--- config.mk ---
export PLATFORM = sky130hd
export DESIGN_NAME = sprc_top
export DESIGN_NICKNAME = d
export VERILOG_FILES = /design/src/sprc_pkg.sv /design/src/sprc_top.sv /design/src/sprc_sync.sv
export SDC_FILE = /design/constraint.sdc
export NUM_CORES = 1
export LEC_CHECK = 0
export BUFFER_PORTS_ARGS = -buffer_cell sky130_fd_sc_hd__buf_2
export CELL_PAD_IN_SITES_DETAIL_PLACEMENT = 2
export CELL_PAD_IN_SITES_GLOBAL_PLACEMENT = 2
export CORE_MARGIN = 4
export CORE_UTILIZATION = 34
export CTS_BUF_LIST = sky130_fd_sc_hd__clkbuf_16
export DETAILED_ROUTE_END_ITERATION = 10
export GPL_TIMING_DRIVEN = 0
export PLACE_DENSITY = 0.87
export SLEW_MARGIN = 20
export SYNTH_ARGS = -nofsm -noshare
export SYNTH_HDL_FRONTEND = slang
export SYNTH_SLANG_ARGS = --single-unit
--- constraint.sdc ---
create_clock -name sys_clk -period 2.1 [get_ports sys_clk]
set_clock_uncertainty 0.15 [all_clocks]
set_input_delay 0.21 -clock sys_clk [delete_from_list [all_inputs] [get_ports sys_clk]]
set_output_delay 0.21 -clock sys_clk [all_outputs]
set_load 0.005 [all_outputs]
--- src/sprc_pkg.sv ---
// shared constants and types of the supply restart and protection controller
package sprc_pkg;

  // register port geometry
  localparam int REG_ADDR_W = 8;
  localparam int REG_DATA_W = 8;

  // register offsets
  localparam logic [7:0] ADDR_RESTART_CTRL = 8'h04;
  localparam logic [7:0] ADDR_STATE_FLAGS = 8'h05;
  localparam logic [7:0] ADDR_SCRATCH = 8'h06;

  // restart control field positions
  localparam int RESTART_HIST_BIT = 7;
  localparam int HOLD_SEL_HI = 5;
  localparam int HOLD_SEL_LO = 4;
  localparam int RESTART_REQ_BIT = 0;
  localparam logic [7:0] RESTART_CLEAR_VALUE = 8'h00;

  // state flag field positions
  localparam int STATE_SHORT_BIT = 3;
  localparam int STATE_OVERTEMP_BIT = 2;
  localparam int STATE_OSC_BIT = 1;
  localparam int STATE_ENABLE_BIT = 0;

  // reset values
  localparam logic [7:0] SCRATCH_RESET = 8'h00;
  localparam logic [1:0] HOLD_SEL_RESET = 2'h0;

  // timing
  localparam int CLK_PERIOD_NS = 50;
  localparam int MS_NS = 1000000;
  localparam int CYCLES_PER_MS = MS_NS / CLK_PERIOD_NS;
  localparam logic [4:0] HOLD_MS_00 = 5'h01;
  localparam logic [4:0] HOLD_MS_01 = 5'h04;
  localparam logic [4:0] HOLD_MS_10 = 5'h08;
  localparam logic [4:0] HOLD_MS_11 = 5'h10;
  localparam logic [6:0] SHORT_QUAL_MS = 7'h64;

  // regulator outputs under control, always-on regulator excluded
  localparam int NUM_OUT_DEFAULT = 6;

  typedef enum logic [3:0] {
    RS_IDLE = 4'b0001,
    RS_STOP = 4'b0010,
    RS_HOLD = 4'b0100,
    RS_START = 4'b1000
  } sprc_restart_state_t;

endpackage : sprc_pkg

--- src/sprc_top.sv ---
// supply restart request, state flags, scratch byte and protection shutdowns
`timescale 1ns/10ps
module sprc_top #(
  parameter int NUM_OUT = sprc_pkg::NUM_OUT_DEFAULT,
  parameter int CYCLES_PER_MS = sprc_pkg::CYCLES_PER_MS
) (
  // clock and power-on reset from the undervoltage detector
  input wire logic sys_clk,
  input wire logic arst_n,
  // soft reset request, one cycle
  input wire logic softReset,
  // register port
  input wire logic regWrEn,
  input wire logic regRdEn,
  input wire logic [sprc_pkg::REG_ADDR_W-1:0] regAddr,
  input wire logic [sprc_pkg::REG_DATA_W-1:0] regWrData,
  output logic [sprc_pkg::REG_DATA_W-1:0] regRdData,
  // comparator and pin flags, asynchronous
  input wire logic shortDetectRaw,
  input wire logic overTempRaw,
  input wire logic crystalOscRaw,
  input wire logic supplyEnablePinRaw,
  input wire logic [NUM_OUT-1:0] curLimitRaw,
  input wire logic [NUM_OUT-1:0] belowShortLevelRaw,
  // regulator sequencer
  output logic stopSeqReq,
  input wire logic stopSeqDone,
  output logic startSeqReq,
  output logic [NUM_OUT-1:0] outputStop
);
  import sprc_pkg::*;

  localparam int MS_CNT_W = $clog2(CYCLES_PER_MS);
  localparam int SYNC_W = 4 + 2 * NUM_OUT;
  localparam logic [MS_CNT_W-1:0] MS_LAST = MS_CNT_W'(CYCLES_PER_MS - 1);

  if (CYCLES_PER_MS < 2) begin : g_bad_ms
    $error("CYCLES_PER_MS must be at least 2");
  end
  if (NUM_OUT < 1) begin : g_bad_out
    $error("NUM_OUT must be at least 1");
  end

  // synchronised flags
  logic [SYNC_W-1:0] flagsRaw;
  logic [SYNC_W-1:0] flagsSync;
  logic shortSync;
  logic overTempSync;
  logic oscSync;
  logic enablePinSync;
  logic [NUM_OUT-1:0] curLimitSync;
  logic [NUM_OUT-1:0] belowShortSync;

  // timebase
  logic [MS_CNT_W-1:0] msCnt_q;
  logic msTick_q;

  // restart control
  sprc_restart_state_t restartState_q;
  logic restartHist_q;
  logic [1:0] holdSel_q;
  logic [4:0] holdCnt_q;
  logic [4:0] holdTarget;
  logic ctrlWr;
  logic restartLaunch;
  logic holdDone;
  logic restartReqBit;
  logic stopSeqReq_q;
  logic startSeqReq_q;

  // scratch and read data
  logic [7:0] scratch_q;
  logic [7:0] regRdData_q;
  logic [7:0] stateFlags;

  // protection
  logic [6:0] shortCnt_q;
  logic shortLatch_q;
  logic [NUM_OUT-1:0] ocpLatch_q;
  logic [NUM_OUT-1:0] outputStop_q;

  assign flagsRaw = {belowShortLevelRaw, curLimitRaw, shortDetectRaw, overTempRaw,
                     crystalOscRaw, supplyEnablePinRaw};

  sprc_sync #(
    .WIDTH(SYNC_W)
  ) u_sync (
    .sys_clk(sys_clk),
    .arst_n(arst_n),
    .asyncIn(flagsRaw),
    .syncOut(flagsSync)
  );

  assign enablePinSync = flagsSync[0];
  assign oscSync = flagsSync[1];
  assign overTempSync = flagsSync[2];
  assign shortSync = flagsSync[3];
  assign curLimitSync = flagsSync[4 +: NUM_OUT];
  assign belowShortSync = flagsSync[4 + NUM_OUT +: NUM_OUT];

  always_ff @(posedge sys_clk or negedge arst_n) begin
    if (!arst_n) begin
      msCnt_q <= '0;
      msTick_q <= 1'b0;
    end else begin
      msTick_q <= (msCnt_q == MS_LAST);
      if (msCnt_q == MS_LAST) begin
        msCnt_q <= '0;
      end else begin
        msCnt_q <= msCnt_q + 1'b1;
      end
    end
  end

  always_comb begin
    case (holdSel_q)
      2'h0: holdTarget = HOLD_MS_00;
      2'h1: holdTarget = HOLD_MS_01;
      2'h2: holdTarget = HOLD_MS_10;
      default: holdTarget = HOLD_MS_11;
    endcase
  end

  // a new request while one is pending is dropped; soft reset takes priority over the write
  assign ctrlWr = regWrEn && (regAddr == ADDR_RESTART_CTRL) && !softReset;
  assign restartLaunch = ctrlWr && regWrData[RESTART_REQ_BIT] && (restartState_q == RS_IDLE);
  // the extra tick makes the hold at least the selected time on a free-running tick
  assign holdDone = (restartState_q == RS_HOLD) && msTick_q && (holdCnt_q == holdTarget);
  // request bit reads one only while pending
  assign restartReqBit = (restartState_q == RS_STOP) || (restartState_q == RS_HOLD);

  always_ff @(posedge sys_clk or negedge arst_n) begin
    if (!arst_n) begin
      restartState_q <= RS_IDLE;
    end else begin
      case (restartState_q)
        RS_IDLE: begin
          if (restartLaunch) begin
            restartState_q <= RS_STOP;
          end
        end
        RS_STOP: begin
          if (stopSeqDone) begin
            restartState_q <= RS_HOLD;
          end
        end
        RS_HOLD: begin
          if (holdDone) begin
            restartState_q <= RS_START;
          end
        end
        RS_START: restartState_q <= RS_IDLE;
        default: restartState_q <= RS_IDLE;
      endcase
    end
  end

  always_ff @(posedge sys_clk or negedge arst_n) begin
    if (!arst_n) begin
      holdCnt_q <= '0;
    end else if (restartState_q != RS_HOLD) begin
      holdCnt_q <= '0;
    end else if (msTick_q && !holdDone) begin
      holdCnt_q <= holdCnt_q + 1'b1;
    end
  end

  always_ff @(posedge sys_clk or negedge arst_n) begin
    if (!arst_n) begin
      stopSeqReq_q <= 1'b0;
      startSeqReq_q <= 1'b0;
    end else begin
      stopSeqReq_q <= restartLaunch;
      startSeqReq_q <= holdDone;
    end
  end

  // history set with the request; the set beats a clear in the same write
  always_ff @(posedge sys_clk or negedge arst_n) begin
    if (!arst_n) begin
      restartHist_q <= 1'b0;
    end else if (softReset) begin
      restartHist_q <= 1'b0;
    end else if (restartLaunch) begin
      restartHist_q <= 1'b1;
    end else if (ctrlWr && (regWrData == RESTART_CLEAR_VALUE)) begin
      restartHist_q <= 1'b0;
    end
  end

  always_ff @(posedge sys_clk or negedge arst_n) begin
    if (!arst_n) begin
      holdSel_q <= HOLD_SEL_RESET;
    end else if (softReset) begin
      holdSel_q <= HOLD_SEL_RESET;
    end else if (ctrlWr) begin
      holdSel_q <= regWrData[HOLD_SEL_HI:HOLD_SEL_LO];
    end
  end

  // scratch clears on soft reset; free read and write
  always_ff @(posedge sys_clk or negedge arst_n) begin
    if (!arst_n) begin
      scratch_q <= SCRATCH_RESET;
    end else if (softReset) begin
      scratch_q <= SCRATCH_RESET;
    end else if (regWrEn && (regAddr == ADDR_SCRATCH)) begin
      scratch_q <= regWrData;
    end
  end

  always_comb begin
    stateFlags = 8'h00;
    stateFlags[STATE_SHORT_BIT] = shortSync;
    stateFlags[STATE_OVERTEMP_BIT] = overTempSync;
    stateFlags[STATE_OSC_BIT] = oscSync;
    stateFlags[STATE_ENABLE_BIT] = enablePinSync;
  end

  // read data is held until the next read
  always_ff @(posedge sys_clk or negedge arst_n) begin
    if (!arst_n) begin
      regRdData_q <= 8'h00;
    end else if (regRdEn) begin
      case (regAddr)
        ADDR_RESTART_CTRL: begin
          regRdData_q <= 8'h00;
          regRdData_q[RESTART_HIST_BIT] <= restartHist_q;
          regRdData_q[HOLD_SEL_HI:HOLD_SEL_LO] <= holdSel_q;
          regRdData_q[RESTART_REQ_BIT] <= restartReqBit;
        end
        ADDR_STATE_FLAGS: regRdData_q <= stateFlags;
        ADDR_SCRATCH: regRdData_q <= scratch_q;
        default: regRdData_q <= 8'h00;
      endcase
    end
  end

  // short must persist 100 ms ticks; any gap restarts the count
  always_ff @(posedge sys_clk or negedge arst_n) begin
    if (!arst_n) begin
      shortCnt_q <= '0;
    end else if (!shortSync) begin
      shortCnt_q <= '0;
    end else if (msTick_q && (shortCnt_q != SHORT_QUAL_MS)) begin
      shortCnt_q <= shortCnt_q + 1'b1;
    end
  end

  // latched until power-on reset only; arst_n is that reset
  always_ff @(posedge sys_clk or negedge arst_n) begin
    if (!arst_n) begin
      shortLatch_q <= 1'b0;
    end else if (shortCnt_q == SHORT_QUAL_MS) begin
      shortLatch_q <= 1'b1;
    end
  end

  for (genvar i = 0; i < NUM_OUT; i++) begin : g_out
    // current-limited output stops below short level
    always_ff @(posedge sys_clk or negedge arst_n) begin
      if (!arst_n) begin
        ocpLatch_q[i] <= 1'b0;
      end else if (curLimitSync[i] && belowShortSync[i]) begin
        ocpLatch_q[i] <= 1'b1;
      end
    end

    // stop request; over-temperature releases on its own
    always_ff @(posedge sys_clk or negedge arst_n) begin
      if (!arst_n) begin
        outputStop_q[i] <= 1'b0;
      end else begin
        outputStop_q[i] <= shortLatch_q || overTempSync || ocpLatch_q[i];
      end
    end
  end

  assign regRdData = regRdData_q;
  assign stopSeqReq = stopSeqReq_q;
  assign startSeqReq = startSeqReq_q;
  assign outputStop = outputStop_q;
endmodule : sprc_top

--- src/sprc_sync.sv ---
// two-flop synchroniser for the comparator and pin flags
`timescale 1ns/10ps
module sprc_sync #(
  parameter int WIDTH = 4
) (
  // clock and reset
  input wire logic sys_clk,
  input wire logic arst_n,
  // flags
  input wire logic [WIDTH-1:0] asyncIn,
  output logic [WIDTH-1:0] syncOut
);

  logic [WIDTH-1:0] stage1_q;
  logic [WIDTH-1:0] stage2_q;

  always_ff @(posedge sys_clk or negedge arst_n) begin
    if (!arst_n) begin
      stage1_q <= '0;
      stage2_q <= '0;
    end else begin
      stage1_q <= asyncIn;
      stage2_q <= stage1_q;
    end
  end

  assign syncOut = stage2_q;

endmodule : sprc_sync

## Word-level counts from Yosys, hierarchy flattened

Index checks and enable logic that the tools add are counted.

| storage, ports and cells | value |
|---|---|
| bits in registers | 98 |
| bits of input ports | 38 |
| word-level logic and storage cells | 97 |

| cells by class | value |
|---|---|
| $add $sub $neg | 3 |
| reductions and logical operators | 33 |
| equality and inequality tests | 17 |
| mux-type cells | 18 |

Operators by type and width:

| operator | count |
|---|---|
| $eq 8x3->1 const B | 3 |
| $pmux 8 s3 | 1 |
| $logic_and 1x1->1 | 16 |
| $mux 8 | 2 |
| $add 15x1->15 const B | 1 |
| $eq 15x15->1 const B | 1 |
| $mux 15 | 1 |
| $pmux 5 s3 | 1 |
| $mux 7 | 2 |
| $mux 4 | 3 |
| $pmux 4 s3 | 1 |
| $mux 5 | 2 |
| $logic_not 8->1 | 1 |
| $logic_or 1x1->1 | 8 |
| $ne 2x2->1 const B | 4 |
| $add 7x1->7 const B | 1 |
| $eq 7x7->1 const B | 1 |
| $ne 7x7->1 const B | 1 |
| $reduce_bool 2->1 | 3 |
| $add 5x1->5 const B | 1 |
| $eq 5x5->1 | 1 |
| $eq 4x1->1 const B | 1 |
| $eq 4x2->1 const B | 1 |
| $eq 4x3->1 const B | 1 |
| 9 further kinds | 13 |

## Longest topological paths before layout

| depth | value |
|---|---|
| depth in word-level cells | 8 |
| depth in mapped cells | 7 |
| depth with buffers taken out | 7 |

## By module

A second synthesis with hierarchy kept.

| second synthesis, totals | value |
|---|---|
| cells, all modules | 306 |
| area, all modules | 3759.9 µm² |

Modules (own cells, without submodules):

| module | instances | area an instance (µm²) | seq. area each (µm²) | cells each |
|---|---|---|---|---|
| sprc_top | 1 | 2959.1 | 1652.8 | 274 |
| sprc_sync | 1 | 800.8 | 800.8 | 32 |

## Worst setup path after synthesis

Ideal clock, no wire load.

| path | value |
|---|---|
| path type | reg2reg |
| start | register holdCnt_q[2] |
| end | register restartState_q[2] |
| setup slack | 0.052 ns |
| path buffers | 0 |
| arrival | 1.770 ns |
| stages on the path, launching flop included | 6 |
| cell sequence | dfrtp_1 or3b_2 a2111oi_1 nor2_1 nor4_2 o21ai_1 |

| on the way | value |
|---|---|
| longest elaborated chain between the ends | 4 |

RTL lines:

| item | line | text |
|---|---|---|
| start, declared | sprc_top.sv:62 | `logic [4:0] holdCnt_q;` |
| start signal, assigned | sprc_top.sv:164 | `holdCnt_q <= holdCnt_q + 1'b1;` |
| $eq 5x5->1 | sprc_top.sv:128 | `assign holdDone = (restartState_q == RS_HOLD) && msTick_q && (holdCnt_q == holdTarget);` |
| $logic_and 1x1->1 | sprc_top.sv:128 |  |
| via holdDone | sprc_top.sv:66 | `logic holdDone;` |
| $ne 2x2->1 (no line) | -- |  |
| $reduce_and 3->1 (no line) | -- |  |
| end signal, assigned | sprc_top.sv:134 | `restartState_q <= RS_IDLE;` |
| end signal, assigned | sprc_top.sv:139 | `restartState_q <= RS_STOP;` |
| end signal, assigned | sprc_top.sv:144 | `restartState_q <= RS_HOLD;` |
| end, declared | sprc_top.sv:59 | `sprc_restart_state_t restartState_q;` |

The timed path passes the listed nets, and every way through them passes these cells.
A chain may end at the register's enable or synchronous reset.

## Worst setup path after layout

| path | value |
|---|---|
| start | register holdSel_q[0] |
| end | register restartState_q[3] |

| on the way | value |
|---|---|
| longest elaborated chain between the ends | 6 |

RTL lines:

| item | line | text |
|---|---|---|
| start, declared | sprc_top.sv:61 | `logic [1:0] holdSel_q;` |
| start signal, assigned | sprc_top.sv:197 | `holdSel_q <= regWrData[HOLD_SEL_HI:HOLD_SEL_LO];` |
| $eq 2x2->1 (tied with other cells) | sprc_top.sv:116 | `case (holdSel_q)` |
| $pmux 5 s3 * | sprc_top.sv:116 |  |
| $eq 5x5->1 * | sprc_top.sv:128 |  |
| $logic_and 1x1->1 * | sprc_top.sv:128 |  |
| $ne 2x2->1 (no line) * | -- |  |
| $reduce_and 3->1 (no line) * | -- |  |

Every way passes the cells marked *; elsewhere a longest branch is shown, timed or not.

==> results.sh <==
export IMPL_synth_async_sr_flop_share_pct=100
export IMPL_synth_seq_cells=98
export IMPL_cts_tree="built"
export IMPL_relSlewSlack_pct=65.1
export IMPL_critical_path_class="reg2reg"
export IMPL_final_antenna_net_count=0
export IMPL_timing_final_crit_share_pct=96.6
export IMPL_die_width_um=113
export IMPL_tightest_slew_ps=523
export IMPL_place_congestion=0.792
export IMPL_cp_max_fo=6
export IMPL_comb_power_share_pct=4.0
export IMPL_post_drt_via_cell_ratio=5.03
export IMPL_crit_path_end_kind="flip-flop"
export IMPL_clk_latency_ps=340
export IMPL_vias=2789
export IMPL_pin_count=54
export IMPL_wl_per_cell_um=20.1
export IMPL_synth_nets=354
export IMPL_critPathMaxStageDelay_ps=440
export IMPL_pre_cts_ws_ps=-345
export IMPL_ys_warn_count=0
export IMPL_port_buffers=52
export IMPL_slew_viol_final=0
export IMPL_cts_htree_levels=3
export IMPL_swShare_pct=22.9
export IMPL_cts_sinks=98
export IMPL_final_cell_mix="93 x dfrtp_1, 52 x buf_2, 32 x nand2_1, 24 x dlygate4sd3_1, 19 x nor2_1"
export IMPL_grt_pass1_vias=3333
export IMPL_setup_viol=0
export IMPL_final_common_cell="dfrtp_1"
export IMPL_dp_hpwl_um=6690
export IMPL_die_y_um=113
export IMPL_max_freq_mhz=493
export IMPL_grt_pass1_wl_um=18300
export IMPL_drc=0
export IMPL_worstPathRequired_ps=2180
export IMPL_status="completed"
export IMPL_netlist_instances=312
export IMPL_drive_gt1_share_pct=24.8
export IMPL_critical_path_arrival_ps=2110
export IMPL_p_int_w=0.00293
export IMPL_synth_area_um2=3770
export IMPL_synth_edff_count=0
export IMPL_drt_initial_drc_count=104
export IMPL_hold_path_class="in2reg"
export IMPL_yosysTopAreaCell="dfrtp_1"
export IMPL_p_sw_w=0.000874
export IMPL_worstPathCellList="or3b_4 > a2111oi_4 > buf_4 > nor2_2 > nor4_1"
export IMPL_numCtsBuffers=9
export IMPL_fin_setup_tns_ps=0
export IMPL_antenna_cells=0
export IMPL_start_util_pct=34.8
export IMPL_synth_top_cells_by_area="dfrtp_1 64%, nand2_1 3.2%, xor2_1 2.3%"
export IMPL_grt_use_total_pct=18.4
export IMPL_first_pass_iters=4
export IMPL_totalWireLength_um=11100
export IMPL_p_per_area_nw_per_um2=769
export IMPL_root_buffer="clkbuf_16"
export IMPL_fin_nets=452
export IMPL_startpoint_type="flip-flop"
export IMPL_antenna_found_initial=0
export IMPL_clk_path_buf_depth=2
export IMPL_yosysTopAreaCellShare_pct=64.3
export IMPL_grt_max_degree=80
export IMPL_ys_types=40
export IMPL_maxCapViolCount=0
export IMPL_p_clk_share_pct=45.2
export IMPL_grt_ovfl_total=0
export IMPL_finalHoldViolCount=0
export IMPL_synth_ff_type="dfrtp_1"
export IMPL_power_frac_seq_pct=50.8
export IMPL_p_leak_nw=2.18
export IMPL_fin_crit_ps=2030
export IMPL_num_rows=38
export IMPL_peakVddDrop_v=0.000418
export IMPL_crit_slowest_cell="dfrtp_1"
export IMPL_avgSynthCellArea_um2=12.1
export IMPL_area_delta_synth_final_pct=31.2
export IMPL_fin_ws_ps=70.5
export IMPL_clk_pin_slew_ps=70
export IMPL_core_area_um2=10800
export IMPL_fp_dieArea_um2=12900
export IMPL_yosysSeqAreaShare_pct=65.0
==> cells in the mapped netlist (2+ instances only) <==
cell type  number
dfrtp_1        97
nand2_1        32
nor2_1         20
inv_1          17
o21ai_0        14
a21oi_1        12
nand3_1        11
xor2_1         10
nand4_1         9
or3_1           9
xnor2_1         9
and2_1          7
nor2b_1         7
a21o_1          6
mux2i_1         6
ha_1            4
nor4_1          4
o22ai_1         4
a22o_1          3
and3_1          3
nand3b_1        3
a2111oi_1       2
clkbuf_1        2
nor3_1          2
o41ai_1         2
or3b_2          2
or4b_2          2
==> registers in the layout (all words and copies together), names as in the netlist <==
name	cells
u_sync.stage1_q	16
u_sync.syncOut	16
msCnt_q	15
regRdData	8
scratch_q	8
shortCnt_q	7
ocpLatch_q	6
outputStop	6
holdCnt_q	5
restartState_q	4
holdSel_q	2
msTick_q	1
restartHist_q	1
shortLatch_q	1
startSeqReq	1
stopSeqReq	1
==> final timing paths <==
path	startpoint	endpoint	slack, ps	cells after the start
max	holdSel_q[0]	restartState_q[3]	70	5
min reg2reg	u_sync.stage1_q[4]	u_sync.syncOut[4]	200	0
max reg2reg	holdSel_q[0]	restartState_q[3]	70	5
min	regWrData[5]	scratch_q[5]	6	3
min in group asynchronous	arst_n	scratch_q[0]	120	2
max in group asynchronous	arst_n	holdCnt_q[2]	1020	3
==> power groups by stage <==
stage | sequential [W] | combinational, W | clock, W
after floorplan | 0.00196 | 0.0000226 | 0
after global placement | 0.00196 | 0.000105 | 0
after detailed placement | 0.00197 | 0.000118 | 0
after CTS | 0.00193 | 0.000153 | 0.00175
after global routing | 0.00194 | 0.000171 | 0.00185
final | 0.00193 | 0.000154 | 0.00172
==> critical path: cells and delay by family (launching register included) <==
| family | cells | cell delay, ps |
|---|---|---|
| and+or+nand+nor | 3 | 780 |
| buffers and inverters | 1 | 180 |
| AOI/OAI and AO/OA | 1 | 350 |
| DFF | 1 | 440 |
==> per-stage QoR <==
step	power (W)	cells	utilization (%)	hold WS [ps]	instance area, um^2
final	0.00381	555	45.7	6.13	4950
after global routing	0.00396	555	45.7	12.0	4950
after CTS	0.00383	550	45.1	0.925	4880
after detailed placement	0.00209	505	39.2	-77.9	4240
after global placement	0.00207	504	38.8	167	4210
after floorplan	0.00198	312	-	-236	3770
==> cells by family (layout without fill, tap and decap cells) <==
kind of cell | count (synthesis) | after routing | share of synthesized area (%)
xor gates and xnor gates | 19 | 19 | 4.41
DFF | 98 | 98 | 65.0
buffers and inverters | 21 | 124 | 2.39
adders and majority gates | 4 | 4 | 1.33
AOI/OAI and AO/OA | 45 | 45 | 7.39
muxes | 6 | 6 | 1.59
and+or+nand+nor | 119 | 119 | 17.9
==> layout make-up <==
| class | instances | area, um^2 |
|---|---|---|
| Timing Repair Buffer | 87 | 609 |
| Buffer | 4 | 26.3 |
| Clock inverter | 7 | 82.6 |
| Fill cell | 1069 | 5890 |
| Sequential cell | 98 | 2460 |
| Tap cell | 140 | 175 |
| Multi-Input combinational cell | 193 | 1310 |
| Clock buffer | 9 | 225 |
| Inverter | 17 | 63.8 |
==> what timing repair did <==
action                                 4_1_cts  5_1_grt
endpoints found under the hold margin      122        0
setup endpoints to repair                   15        8
gates resized for setup                     12        5
buffers inserted                             5        5
hold buffers                                24        0
pin swaps                                    2        6
==> per-layer routing <==
| layer | track usage (%) | part of all wire (%) | wire length, um | vias up |
|---|---|---|---|---|
| li1 | - | - | - | 1273 |
| met1 | 19.8 | 38 | 4210 | 1428 |
| met2 | 35.2 | 56 | 6260 | 69 |
| met3 | 4.08 | 3.6 | 403 | 19 |
| met4 | 6.57 | 2.4 | 263 | 0 |
| met5 | 0 | 0 | 0 | - |
Note: power is estimated with default switching activity, not from simulation.
